File: src/verilog/uvam_pkg.sv
/*
 * Constants, register map and types of the under-voltage alarm monitor.
 * Assumes a 200 MHz system clock and a word-wide AHB-Lite register bus.
 */
package uvam_pkg;

  // ==========================================================================
  // Timing
  localparam int unsigned CLOCK_HZ     = 200_000_000;
  localparam int unsigned TICK_SECONDS = 1;
  localparam int unsigned TICK_CYCLES  = TICK_SECONDS * CLOCK_HZ;

  // ==========================================================================
  // Sizes
  localparam int NUM_INPUTS     = 2;
  localparam int REFS_PER_INPUT = 6;
  localparam int NUM_REFS       = NUM_INPUTS * REFS_PER_INPUT;
  localparam int VOLT_W         = 16;
  localparam int PERSIST_W      = 6;
  localparam int INDEX_W        = 14;

  // ==========================================================================
  // Persistence range in seconds
  localparam logic [PERSIST_W-1:0] PERSIST_MIN   = 6'h0f;
  localparam logic [PERSIST_W-1:0] PERSIST_MAX   = 6'h3c;
  localparam logic [PERSIST_W-1:0] PERSIST_RESET = 6'h0f;

  // ==========================================================================
  // Register indices; byte address is four times the index
  localparam logic [INDEX_W-1:0] IDX_ALARM_STATUS = 14'h0992;
  localparam logic [INDEX_W-1:0] IDX_ENABLE       = 14'h0993;
  localparam logic [INDEX_W-1:0] IDX_PERSIST      = 14'h0994;
  localparam logic [INDEX_W-1:0] IDX_COMMIT       = 14'h0995;
  localparam logic [INDEX_W-1:0] IDX_ACTIVE_EN    = 14'h0996;
  localparam logic [INDEX_W-1:0] IDX_INT_STATUS   = 14'h0997;
  localparam logic [INDEX_W-1:0] IDX_INT_CLEAR    = 14'h0998;
  localparam logic [INDEX_W-1:0] IDX_INT_ENABLE   = 14'h0999;
  localparam logic [INDEX_W-1:0] IDX_THRESH_FIRST = 14'h099c;
  localparam logic [INDEX_W-1:0] IDX_BLOCK_LAST   = 14'h09c4;

  localparam int COMMIT_BIT = 0;

  // ==========================================================================
  // Reset values
  localparam logic [NUM_REFS-1:0] ENABLE_RESET     = 12'h000;
  localparam logic [NUM_REFS-1:0] INT_ENABLE_RESET = 12'h000;
  localparam logic [VOLT_W-1:0]   THRESH_RESET     = 16'h0000;

  // ==========================================================================
  // Per-reference evaluation state
  typedef enum logic [2:0] {
    UVAM_ST_WATCH = 3'b001,
    UVAM_ST_COUNT = 3'b010,
    UVAM_ST_ALARM = 3'b100
  } uvam_ref_state_t;

endpackage

File: src/verilog/uvam_ref_monitor.sv
/*
 * Persistence filter for one voltage reference.
 * Assumes tick is a one-cycle pulse and inputs are stable around it.
 */
`timescale 1ns/10ps

module uvam_ref_monitor (
  input  wire logic                           clock,
  input  wire logic                           rstB,
  input  wire logic                           tick,
  input  wire logic                           enable,
  input  wire logic [uvam_pkg::VOLT_W-1:0]    measured,
  input  wire logic [uvam_pkg::VOLT_W-1:0]    threshold,
  input  wire logic [uvam_pkg::PERSIST_W-1:0] persist,
  output logic                                alarm,
  output logic                                raise
);

  uvam_pkg::uvam_ref_state_t        state;
  logic [uvam_pkg::PERSIST_W-1:0]   count;
  logic                             below;
  logic [uvam_pkg::PERSIST_W-1:0]   nextCount;

  assign below     = enable && (measured < threshold);
  assign nextCount = count + 1'b1;
  assign alarm     = (state == uvam_pkg::UVAM_ST_ALARM);

  // ==========================================================================
  // Evaluation once per tick
  always_ff @(posedge clock or negedge rstB) begin
    if (!rstB) begin
      state <= uvam_pkg::UVAM_ST_WATCH;
      count <= '0;
      raise <= 1'b0;
    end else begin
      raise <= 1'b0;
      if (tick) begin
        if (!below) begin
          // Any clean sample restarts the filter and drops the alarm
          state <= uvam_pkg::UVAM_ST_WATCH;
          count <= '0;
        end else begin
          case (state)
            uvam_pkg::UVAM_ST_ALARM: begin
              state <= uvam_pkg::UVAM_ST_ALARM;
            end
            uvam_pkg::UVAM_ST_WATCH,
            uvam_pkg::UVAM_ST_COUNT: begin
              if (nextCount >= persist) begin
                state <= uvam_pkg::UVAM_ST_ALARM;
                count <= '0;
                raise <= 1'b1;
              end else begin
                state <= uvam_pkg::UVAM_ST_COUNT;
                count <= nextCount;
              end
            end
            default: begin
              state <= uvam_pkg::UVAM_ST_WATCH;
              count <= '0;
            end
          endcase
        end
      end
    end
  end

endmodule

File: src/verilog/uvam_tick_gen.sv
/*
 * Divider producing a one-cycle evaluation enable once per period.
 * Assumes an asynchronous active-low reset whose release is already synchronous to clock.
 */
`timescale 1ns/10ps

module uvam_tick_gen #(
  parameter int unsigned CYCLES = uvam_pkg::TICK_CYCLES
) (
  input  wire logic clock,
  input  wire logic rstB,
  output logic      tick
);

  localparam int CNT_W = (CYCLES > 1) ? $clog2(CYCLES) : 1;
  localparam logic [CNT_W-1:0] LAST = CNT_W'(CYCLES - 1);

  logic [CNT_W-1:0] count;

  // ==========================================================================
  // Free-running period counter
  always_ff @(posedge clock or negedge rstB) begin
    if (!rstB) begin
      count <= '0;
      tick  <= 1'b0;
    end else if (count == LAST) begin
      count <= '0;
      tick  <= 1'b1;
    end else begin
      count <= count + 1'b1;
      tick  <= 1'b0;
    end
  end

endmodule

File: src/verilog/uvam_top.sv
/*
 * Under-voltage alarm monitor: register file on AHB-Lite, per-reference
 * persistence filters, alarm pin and interrupt.
 * Assumes RMS voltages arrive as integer volts synchronous to clock, one
 * field per reference, input 0 references first (L1-N, L2-N, L3-N,
 * L1-L2, L2-L3, L3-L1).
 */
// Chosen here: register access over AHB-Lite and the register offsets.
//
// Overview of operation
// - Every enabled reference is evaluated once per second on a divided tick.
// - A reference is in alarm condition when its RMS voltage is below its threshold.
// - The persistence time is held in a register adjustable from 15 to 60 seconds.
// - An alarm triggers only after the condition holds for the whole persistence time.
// - Each input has line-to-neutral and line-to-line references, one integer threshold each.
// - A reference is evaluated only when enabled and its settings have been committed.
// - A dedicated alarm output rests low and goes high while any alarm is present.
// - Status registers in the alarm block show which reference is in alarm.
// - Alarms are not latched and clear themselves once the voltage recovers.
`timescale 1ns/10ps

module uvam_top #(
  parameter int unsigned TICK_CYCLES = uvam_pkg::TICK_CYCLES,
  parameter int          NUM_REFS    = uvam_pkg::NUM_REFS
) (
  input  wire logic                               clock,
  input  wire logic                               rst_b,
  input  wire logic                               hsel,
  input  wire logic [31:0]                        haddr,
  input  wire logic [1:0]                         htrans,
  input  wire logic                               hwrite,
  input  wire logic [2:0]                         hsize,
  input  wire logic [31:0]                        hwdata,
  input  wire logic                               hready,
  output logic                                    hreadyout,
  output logic                                    hresp,
  output logic [31:0]                             hrdata,
  input  wire logic [NUM_REFS*uvam_pkg::VOLT_W-1:0] vRms,
  output logic                                    alarmOut,
  output logic                                    irq
);

  localparam int VW = uvam_pkg::VOLT_W;
  localparam int PW = uvam_pkg::PERSIST_W;
  localparam int IW = uvam_pkg::INDEX_W;

  // ==========================================================================
  // Reset release
  logic rstMeta;
  logic rstB;

  always_ff @(posedge clock or negedge rst_b) begin
    if (!rst_b) begin
      rstMeta <= 1'b0;
      rstB    <= 1'b0;
    end else begin
      rstMeta <= 1'b1;
      rstB    <= rstMeta;
    end
  end

  // ==========================================================================
  // Declarations
  logic [NUM_REFS-1:0] enableStaged;
  logic [NUM_REFS-1:0] enableActive;
  logic [VW-1:0]       threshStaged [NUM_REFS];
  logic [VW-1:0]       threshActive [NUM_REFS];
  logic [PW-1:0]       persist;
  logic [NUM_REFS-1:0] intStatus;
  logic [NUM_REFS-1:0] intEnable;
  logic [NUM_REFS-1:0] alarmVec;
  logic [NUM_REFS-1:0] raiseVec;
  logic                tick;

  logic                accept;
  logic                wrPending;
  logic                rdPending;
  logic                rdDone;
  logic [IW-1:0]       wrIndex;
  logic [IW-1:0]       rdIndex;
  logic [IW-1:0]       addrIndex;

  logic                wrEn;
  logic                commitPulse;
  logic [NUM_REFS-1:0] clearMask;
  logic [31:0]         next_hrdata;
  logic [PW-1:0]       next_persist;
  logic                wrEnable;
  logic                wrPersist;
  logic                wrIntClear;
  logic                wrIntEnable;
  logic [NUM_REFS-1:0] wrThresh;
  logic [NUM_REFS-1:0] rdThresh;

  // ==========================================================================
  // AHB-Lite slave: writes take no wait state; reads take one so that a
  // read straight after a write sees the new value
  assign addrIndex = haddr[IW+1:2];
  assign accept    = hsel && htrans[1] && hready;
  assign hreadyout = !(rdPending && !rdDone);
  assign hresp     = 1'b0;
  assign wrEn      = wrPending;

  always_ff @(posedge clock or negedge rstB) begin
    if (!rstB) begin
      wrPending <= 1'b0;
      rdPending <= 1'b0;
      rdDone    <= 1'b0;
      wrIndex   <= '0;
      rdIndex   <= '0;
    end else begin
      if (hready) begin
        wrPending <= accept && hwrite;
        rdPending <= accept && !hwrite;
        rdDone    <= 1'b0;
        if (accept) begin
          wrIndex <= addrIndex;
          rdIndex <= addrIndex;
        end
      end else if (rdPending) begin
        rdDone <= 1'b1;
      end
    end
  end

  // ==========================================================================
  // Register decode; writes land in the data phase, reads in the wait state
  assign wrEnable    = wrEn && (wrIndex == uvam_pkg::IDX_ENABLE);
  assign wrPersist   = wrEn && (wrIndex == uvam_pkg::IDX_PERSIST);
  assign wrIntClear  = wrEn && (wrIndex == uvam_pkg::IDX_INT_CLEAR);
  assign wrIntEnable = wrEn && (wrIndex == uvam_pkg::IDX_INT_ENABLE);

  // Threshold slots are contiguous, one word per reference
  always_comb begin
    for (int i = 0; i < NUM_REFS; i++) begin
      wrThresh[i] = wrEn && (wrIndex == uvam_pkg::IDX_THRESH_FIRST + IW'(i));
    end
  end

  always_comb begin
    for (int i = 0; i < NUM_REFS; i++) begin
      rdThresh[i] = (rdIndex == uvam_pkg::IDX_THRESH_FIRST + IW'(i));
    end
  end

  // ==========================================================================
  // Read mux, loaded into hrdata during the read wait state
  always_comb begin
    next_hrdata = 32'h0000_0000;
    case (rdIndex)
      uvam_pkg::IDX_ALARM_STATUS: next_hrdata[NUM_REFS-1:0] = alarmVec;
      uvam_pkg::IDX_ENABLE:       next_hrdata[NUM_REFS-1:0] = enableStaged;
      uvam_pkg::IDX_PERSIST:      next_hrdata[PW-1:0]       = persist;
      uvam_pkg::IDX_ACTIVE_EN:    next_hrdata[NUM_REFS-1:0] = enableActive;
      uvam_pkg::IDX_INT_STATUS:   next_hrdata[NUM_REFS-1:0] = intStatus;
      uvam_pkg::IDX_INT_ENABLE:   next_hrdata[NUM_REFS-1:0] = intEnable;
      default: begin
        for (int i = 0; i < NUM_REFS; i++) begin
          if (rdThresh[i]) begin
            next_hrdata[VW-1:0] = threshStaged[i];
          end
        end
      end
    endcase
  end

  always_ff @(posedge clock or negedge rstB) begin
    if (!rstB) begin
      hrdata <= 32'h0000_0000;
    end else if (rdPending && !rdDone) begin
      hrdata <= next_hrdata;
    end
  end

  // ==========================================================================
  // Staged enables and thresholds take effect only on a commit; persistence applies at once
  assign commitPulse = wrEn && (wrIndex == uvam_pkg::IDX_COMMIT)
                       && hwdata[uvam_pkg::COMMIT_BIT];

  always_ff @(posedge clock or negedge rstB) begin
    if (!rstB) begin
      enableStaged <= uvam_pkg::ENABLE_RESET;
    end else if (wrEnable) begin
      enableStaged <= hwdata[NUM_REFS-1:0];
    end
  end

  always_ff @(posedge clock or negedge rstB) begin
    if (!rstB) begin
      for (int i = 0; i < NUM_REFS; i++) begin
        threshStaged[i] <= uvam_pkg::THRESH_RESET;
      end
    end else begin
      for (int i = 0; i < NUM_REFS; i++) begin
        if (wrThresh[i]) begin
          threshStaged[i] <= hwdata[VW-1:0];
        end
      end
    end
  end

  // Out-of-range persistence writes are pulled to the nearest limit
  always_comb begin
    if (hwdata[31:PW] != '0 || hwdata[PW-1:0] > uvam_pkg::PERSIST_MAX) begin
      next_persist = uvam_pkg::PERSIST_MAX;
    end else if (hwdata[PW-1:0] < uvam_pkg::PERSIST_MIN) begin
      next_persist = uvam_pkg::PERSIST_MIN;
    end else begin
      next_persist = hwdata[PW-1:0];
    end
  end

  always_ff @(posedge clock or negedge rstB) begin
    if (!rstB) begin
      persist <= uvam_pkg::PERSIST_RESET;
    end else if (wrPersist) begin
      persist <= next_persist;
    end
  end

  // ==========================================================================
  // Committed settings seen by the filters
  always_ff @(posedge clock or negedge rstB) begin
    if (!rstB) begin
      enableActive <= uvam_pkg::ENABLE_RESET;
      for (int i = 0; i < NUM_REFS; i++) begin
        threshActive[i] <= uvam_pkg::THRESH_RESET;
      end
    end else if (commitPulse) begin
      enableActive <= enableStaged;
      for (int i = 0; i < NUM_REFS; i++) begin
        threshActive[i] <= threshStaged[i];
      end
    end
  end

  // ==========================================================================
  // Evaluation tick and per-reference filters
  uvam_tick_gen #(
    .CYCLES (TICK_CYCLES)
  ) u_tick (
    .clock (clock),
    .rstB  (rstB),
    .tick  (tick)
  );

  genvar g;
  generate
    for (g = 0; g < NUM_REFS; g++) begin : gen_ref
      uvam_ref_monitor u_mon (
        .clock     (clock),
        .rstB      (rstB),
        .tick      (tick),
        .enable    (enableActive[g]),
        .measured  (vRms[g*VW +: VW]),
        .threshold (threshActive[g]),
        .persist   (persist),
        .alarm     (alarmVec[g]),
        .raise     (raiseVec[g])
      );
    end
  endgenerate

  // ==========================================================================
  // Alarm pin and interrupt
  always_ff @(posedge clock or negedge rstB) begin
    if (!rstB) begin
      alarmOut <= 1'b0;
    end else begin
      alarmOut <= |alarmVec;
    end
  end

  assign clearMask = wrIntClear ? hwdata[NUM_REFS-1:0]
                                : '0;

  // A new raise in the clearing cycle survives the clear
  always_ff @(posedge clock or negedge rstB) begin
    if (!rstB) begin
      intStatus <= '0;
    end else begin
      intStatus <= (intStatus & ~clearMask) | raiseVec;
    end
  end

  always_ff @(posedge clock or negedge rstB) begin
    if (!rstB) begin
      intEnable <= uvam_pkg::INT_ENABLE_RESET;
    end else if (wrIntEnable) begin
      intEnable <= hwdata[NUM_REFS-1:0];
    end
  end

  always_ff @(posedge clock or negedge rstB) begin
    if (!rstB) begin
      irq <= 1'b0;
    end else begin
      irq <= |(intStatus & intEnable);
    end
  end

endmodule
File: config.mk
export PLATFORM = sky130hd
export DESIGN_NAME = uvam_top
export DESIGN_NICKNAME = d
export VERILOG_FILES = /design/src/verilog/uvam_pkg.sv /design/src/verilog/uvam_ref_monitor.sv /design/src/verilog/uvam_tick_gen.sv /design/src/verilog/uvam_top.sv
export SDC_FILE = /design/constraint.sdc
export NUM_CORES = 1
export LEC_CHECK = 0
export BUFFER_PORTS_ARGS = -buffer_cell sky130_fd_sc_hd__buf_4
export CORE_ASPECT_RATIO = 1.25
export CORE_MARGIN = 4
export CORE_UTILIZATION = 50
export DETAILED_ROUTE_END_ITERATION = 8
export PLACE_DENSITY = 0.78
export SYNTH_ARGS = -nofsm -noshare
export SYNTH_HDL_FRONTEND = slang
export SYNTH_HIERARCHICAL = 1
export SYNTH_SLANG_ARGS = --single-unit
File: constraint.sdc
create_clock -name clock -period 34.6 [get_ports clock]
set_clock_uncertainty 0.15 [all_clocks]
set_input_delay 6.92 -clock clock [delete_from_list [all_inputs] [get_ports clock]]
set_output_delay 6.92 -clock clock [all_outputs]
set_load 0.02 [all_outputs]
==> flow_summary_export.csv <==
group,metric,value,unit
grt,grt_max_degree,195,
layout,nNetsFinal,3878,
yosys,ys_top_cells_by_area,"dfrtp_1, mux2_2, ha_1",
critical_path,reg2reg_depth,7,
critical_path,path_buf_inv,4,
critical_path,r2r_start,"rdIndex[9]",
grt,grt_pass1_vias,26450,
flow_run,drv_cap,0,
route,wl_per_cell,23.82,um
cts,cts_made_buffers,67,
timing,fin_crit_sh,0.2701,
timing,finalHoldViolCount,0,
die,initial_utilization,0.5051,
route,via_per_inst,6.011,
power_and_ir_drop,powerDensity,41.55,mW/mm2
yosys,synth_edf_count,0,
critical_path,rrSetupSlack,30.02,ns
critical_path,worstSetupStartpointType,"input port",
placement,place_ws,24.74,ns
timing,finalSetupViolCount,0,
route,firstDrtPassIters,8,
critical_path,end_kind,"flop",
critical_path,cp.arrival,9.68,ns
critical_path,r2r_end,"threshActive[1]",
critical_path,crit_chain,"buf_4 -> inv_1 -> nor4_4 -> buf_4 -> buf_4 -> mux2_2",
die,die_h,304.5,um
layout,n_antenna_cell,0,
power_and_ir_drop,ir_worst_vdd,0.03516,mV
yosys,synth_top_cells_by_count,"dfrtp_1, mux2_2, inv_1",
placement,dp_hpwl,74.38,mm
power_and_ir_drop,power.total,1.669,mW
timing,worst_pin_slew,1.194,ns
cts,cts_resized,0,
placement,port-buffer-count,262,
critical_path,slowest_stage,"buf_4",
critical_path,cp_slowest_stage_delay,0.68,ns
critical_path,startpoint,"hwdata[0]",
critical_path,path_max_fanout,55,
yosys,syn-cell-area,0.03515,mm2
route,vias,26040,
cts,cts_hold_buffers,0,
critical_path,critPathKind,"input port to flop",
cts,cts_max_path_buffers,3,
yosys,yosysWarnings,6,
cts,post_cts_buffers,0,
timing,fin_ws,25.25,ns
cts,clk-insertion-delay-late,0.62,ns
cts,cts_tree,"done",
yosys,yosysMostFrequentCell,"dfrtp_1",
cts,root_buffer,"clkbuf_16",
die,dieWidth,245.2,um
grt,track_usage,0.2720,
critical_path,path_common_cell,"buf_4",
yosys,yosysTopAreaCell,"dfrtp_1",
yosys,syn_area_per_cell,11.30,um2
grt,grt_overflow_total,0,
outcome,status,"finished clean",
route,detail-route-antenna-nets,0,
placement,placed_area,0.03795,mm2
yosys,yosysSeqAreaShare,0.4448,
grt,antenna_found_initial,2,
critical_path,cp_top_family,"buffers and inverters",
timing,slew_viol_final,0,
min_path,min_path_type,"flop to async pin",
cts,h-tree-depth,3,
layout,drive_gt1_frac,0.2646,
die,rows,108,
grt,grt_pass1_wl,156.3,mm
timing,period_minus_slack,9.347,ns
route,drt-total-wl,103.2,mm
yosys,ys_ff_latch,624,
yosys,synth.distinct_cells,84,
cts,clkSinkCount,624,
timing,slew_headroom,0.2004,
power_and_ir_drop,p_leak,18.86,nW
timing,tns,0,ns
yosys,synthCells,3110,
layout,fin_area,0.04016,mm2
route,route.detailed.drc,0,
die,die_area,0.07464,mm2
yosys,synth_ff_type,"dfrtp_1",
timing,rsz0062_at_grt,"false",
critical_path,path_depth,6,
yosys,netlist.area_leader.share,0.4328,
layout,area_growth,14.25,%
placement,place_congestion,1.061,
timing,whs,0.1963,ns
die,core_area,0.06959,mm2
route,drtIter0Drc,2340,
critical_path,endpoint,"threshActive[1]",
critical_path,required,34.93,ns
die,io_pins,302,
cts,clk_pin_slew,0.06,ns
yosys,ys_async_sr_fraction,1.000,
timing,fmax,107.0,MHz
[routing by layer]
layer | wire (um) | vias to the layer above | global-route usage
met5 | 0 | - | 0
met4 | 7081 | 0 | 0.1591
met3 | 7910 | 310 | 0.04898
met2 | 48270 | 1071 | 0.4400
met1 | 39910 | 13000 | 0.3426
li1 | - | 11660 | -
[power breakdown]
group	internal, mW	switching, mW	leakage (nW)
Sequential	0.743	0.0252	8.27
Combinational	0.0668	0.102	9.52
Clock	0.427	0.305	1.08
[registers in the layout, indices dropped and copies added, names as in the netlist, 14 cells and up]
name                 flops
threshActive           192
threshStaged           192
gen_ref.u_mon/count     72
gen_ref.u_mon/state     36
u_tick/count            28
hrdata                  16
rdIndex                 14
[worst min path at each step]
stage                     cells after the start               to  slack [ns]     from
after floorplan                               0             rstB        0.18  rstMeta
after global placement                        0             rstB        0.18  rstMeta
after detailed placement                      0             rstB        0.19  rstMeta
after CTS                                     0             rstB        0.20  rstMeta
after global routing                          0             rstB        0.21  rstMeta
final                                         0  u_tick/count[5]        0.20     rstB
[kinds of logic after synthesis]
kind of cell,Yosys count,synth area share
simple gates,696,0.1099
flops,624,0.4448
compound gates,493,0.1163
mux,491,0.1613
buf+inv,463,0.05428
fa+ha+maj,265,0.09432
xor+xnor,76,0.01894
other cells,2,0.0002136
[worst register-to-register path: cells and delay by family, from the launching register on]
kind,cells,cell delay [ns]
flip-flops,1,0.39
multiplexers,1,0.49
AND/OR/NAND/NOR,4,2.19
buffers and inverters,2,1.22
[cell type report]
cell class | count | area, um2
Clock buffer | 89 | 1859
Tap cell | 935 | 1170
Inverter | 323 | 1212
Fill cell | 5641 | 29430
Multi-Input combinational cell | 2039 | 17700
Clock inverter | 30 | 357.8
Sequential cell | 624 | 15650
Timing Repair Buffer | 292 | 2217
[cells in the final DEF, fill, tap and decap left out, types with 24 or more instances in the layout]
cell type  Yosys  layout
nand3_1       85      85
inv_1        322     322
o22ai_1       28      28
xor2_1        33      33
o21ai_0       56      56
o211ai_1      27      27
a21oi_1       76      76
clkbuf_16      0      67
dfrtp_1      608     604
ha_1         265     265
nor3_1        24      24
mux2_1        92      92
a21o_1        64      64
nand4_1      115     115
nor2_1       116     115
mux2_2       341     341
buf_4         34     290
a2111oi_4     24      24
nand2_1      184     184
o21ai_1       37      37
xnor2_1       43      43
mux2i_1       41      41
[metrics by stage]
stage,cells,util
after global placement,4213,0.5453
final,4332,0.5771
after detailed placement,4213,0.5453
after floorplan,3126,-
after CTS,4332,0.5771
after global routing,4332,0.5771
Power figures use the tool's default switching activity.
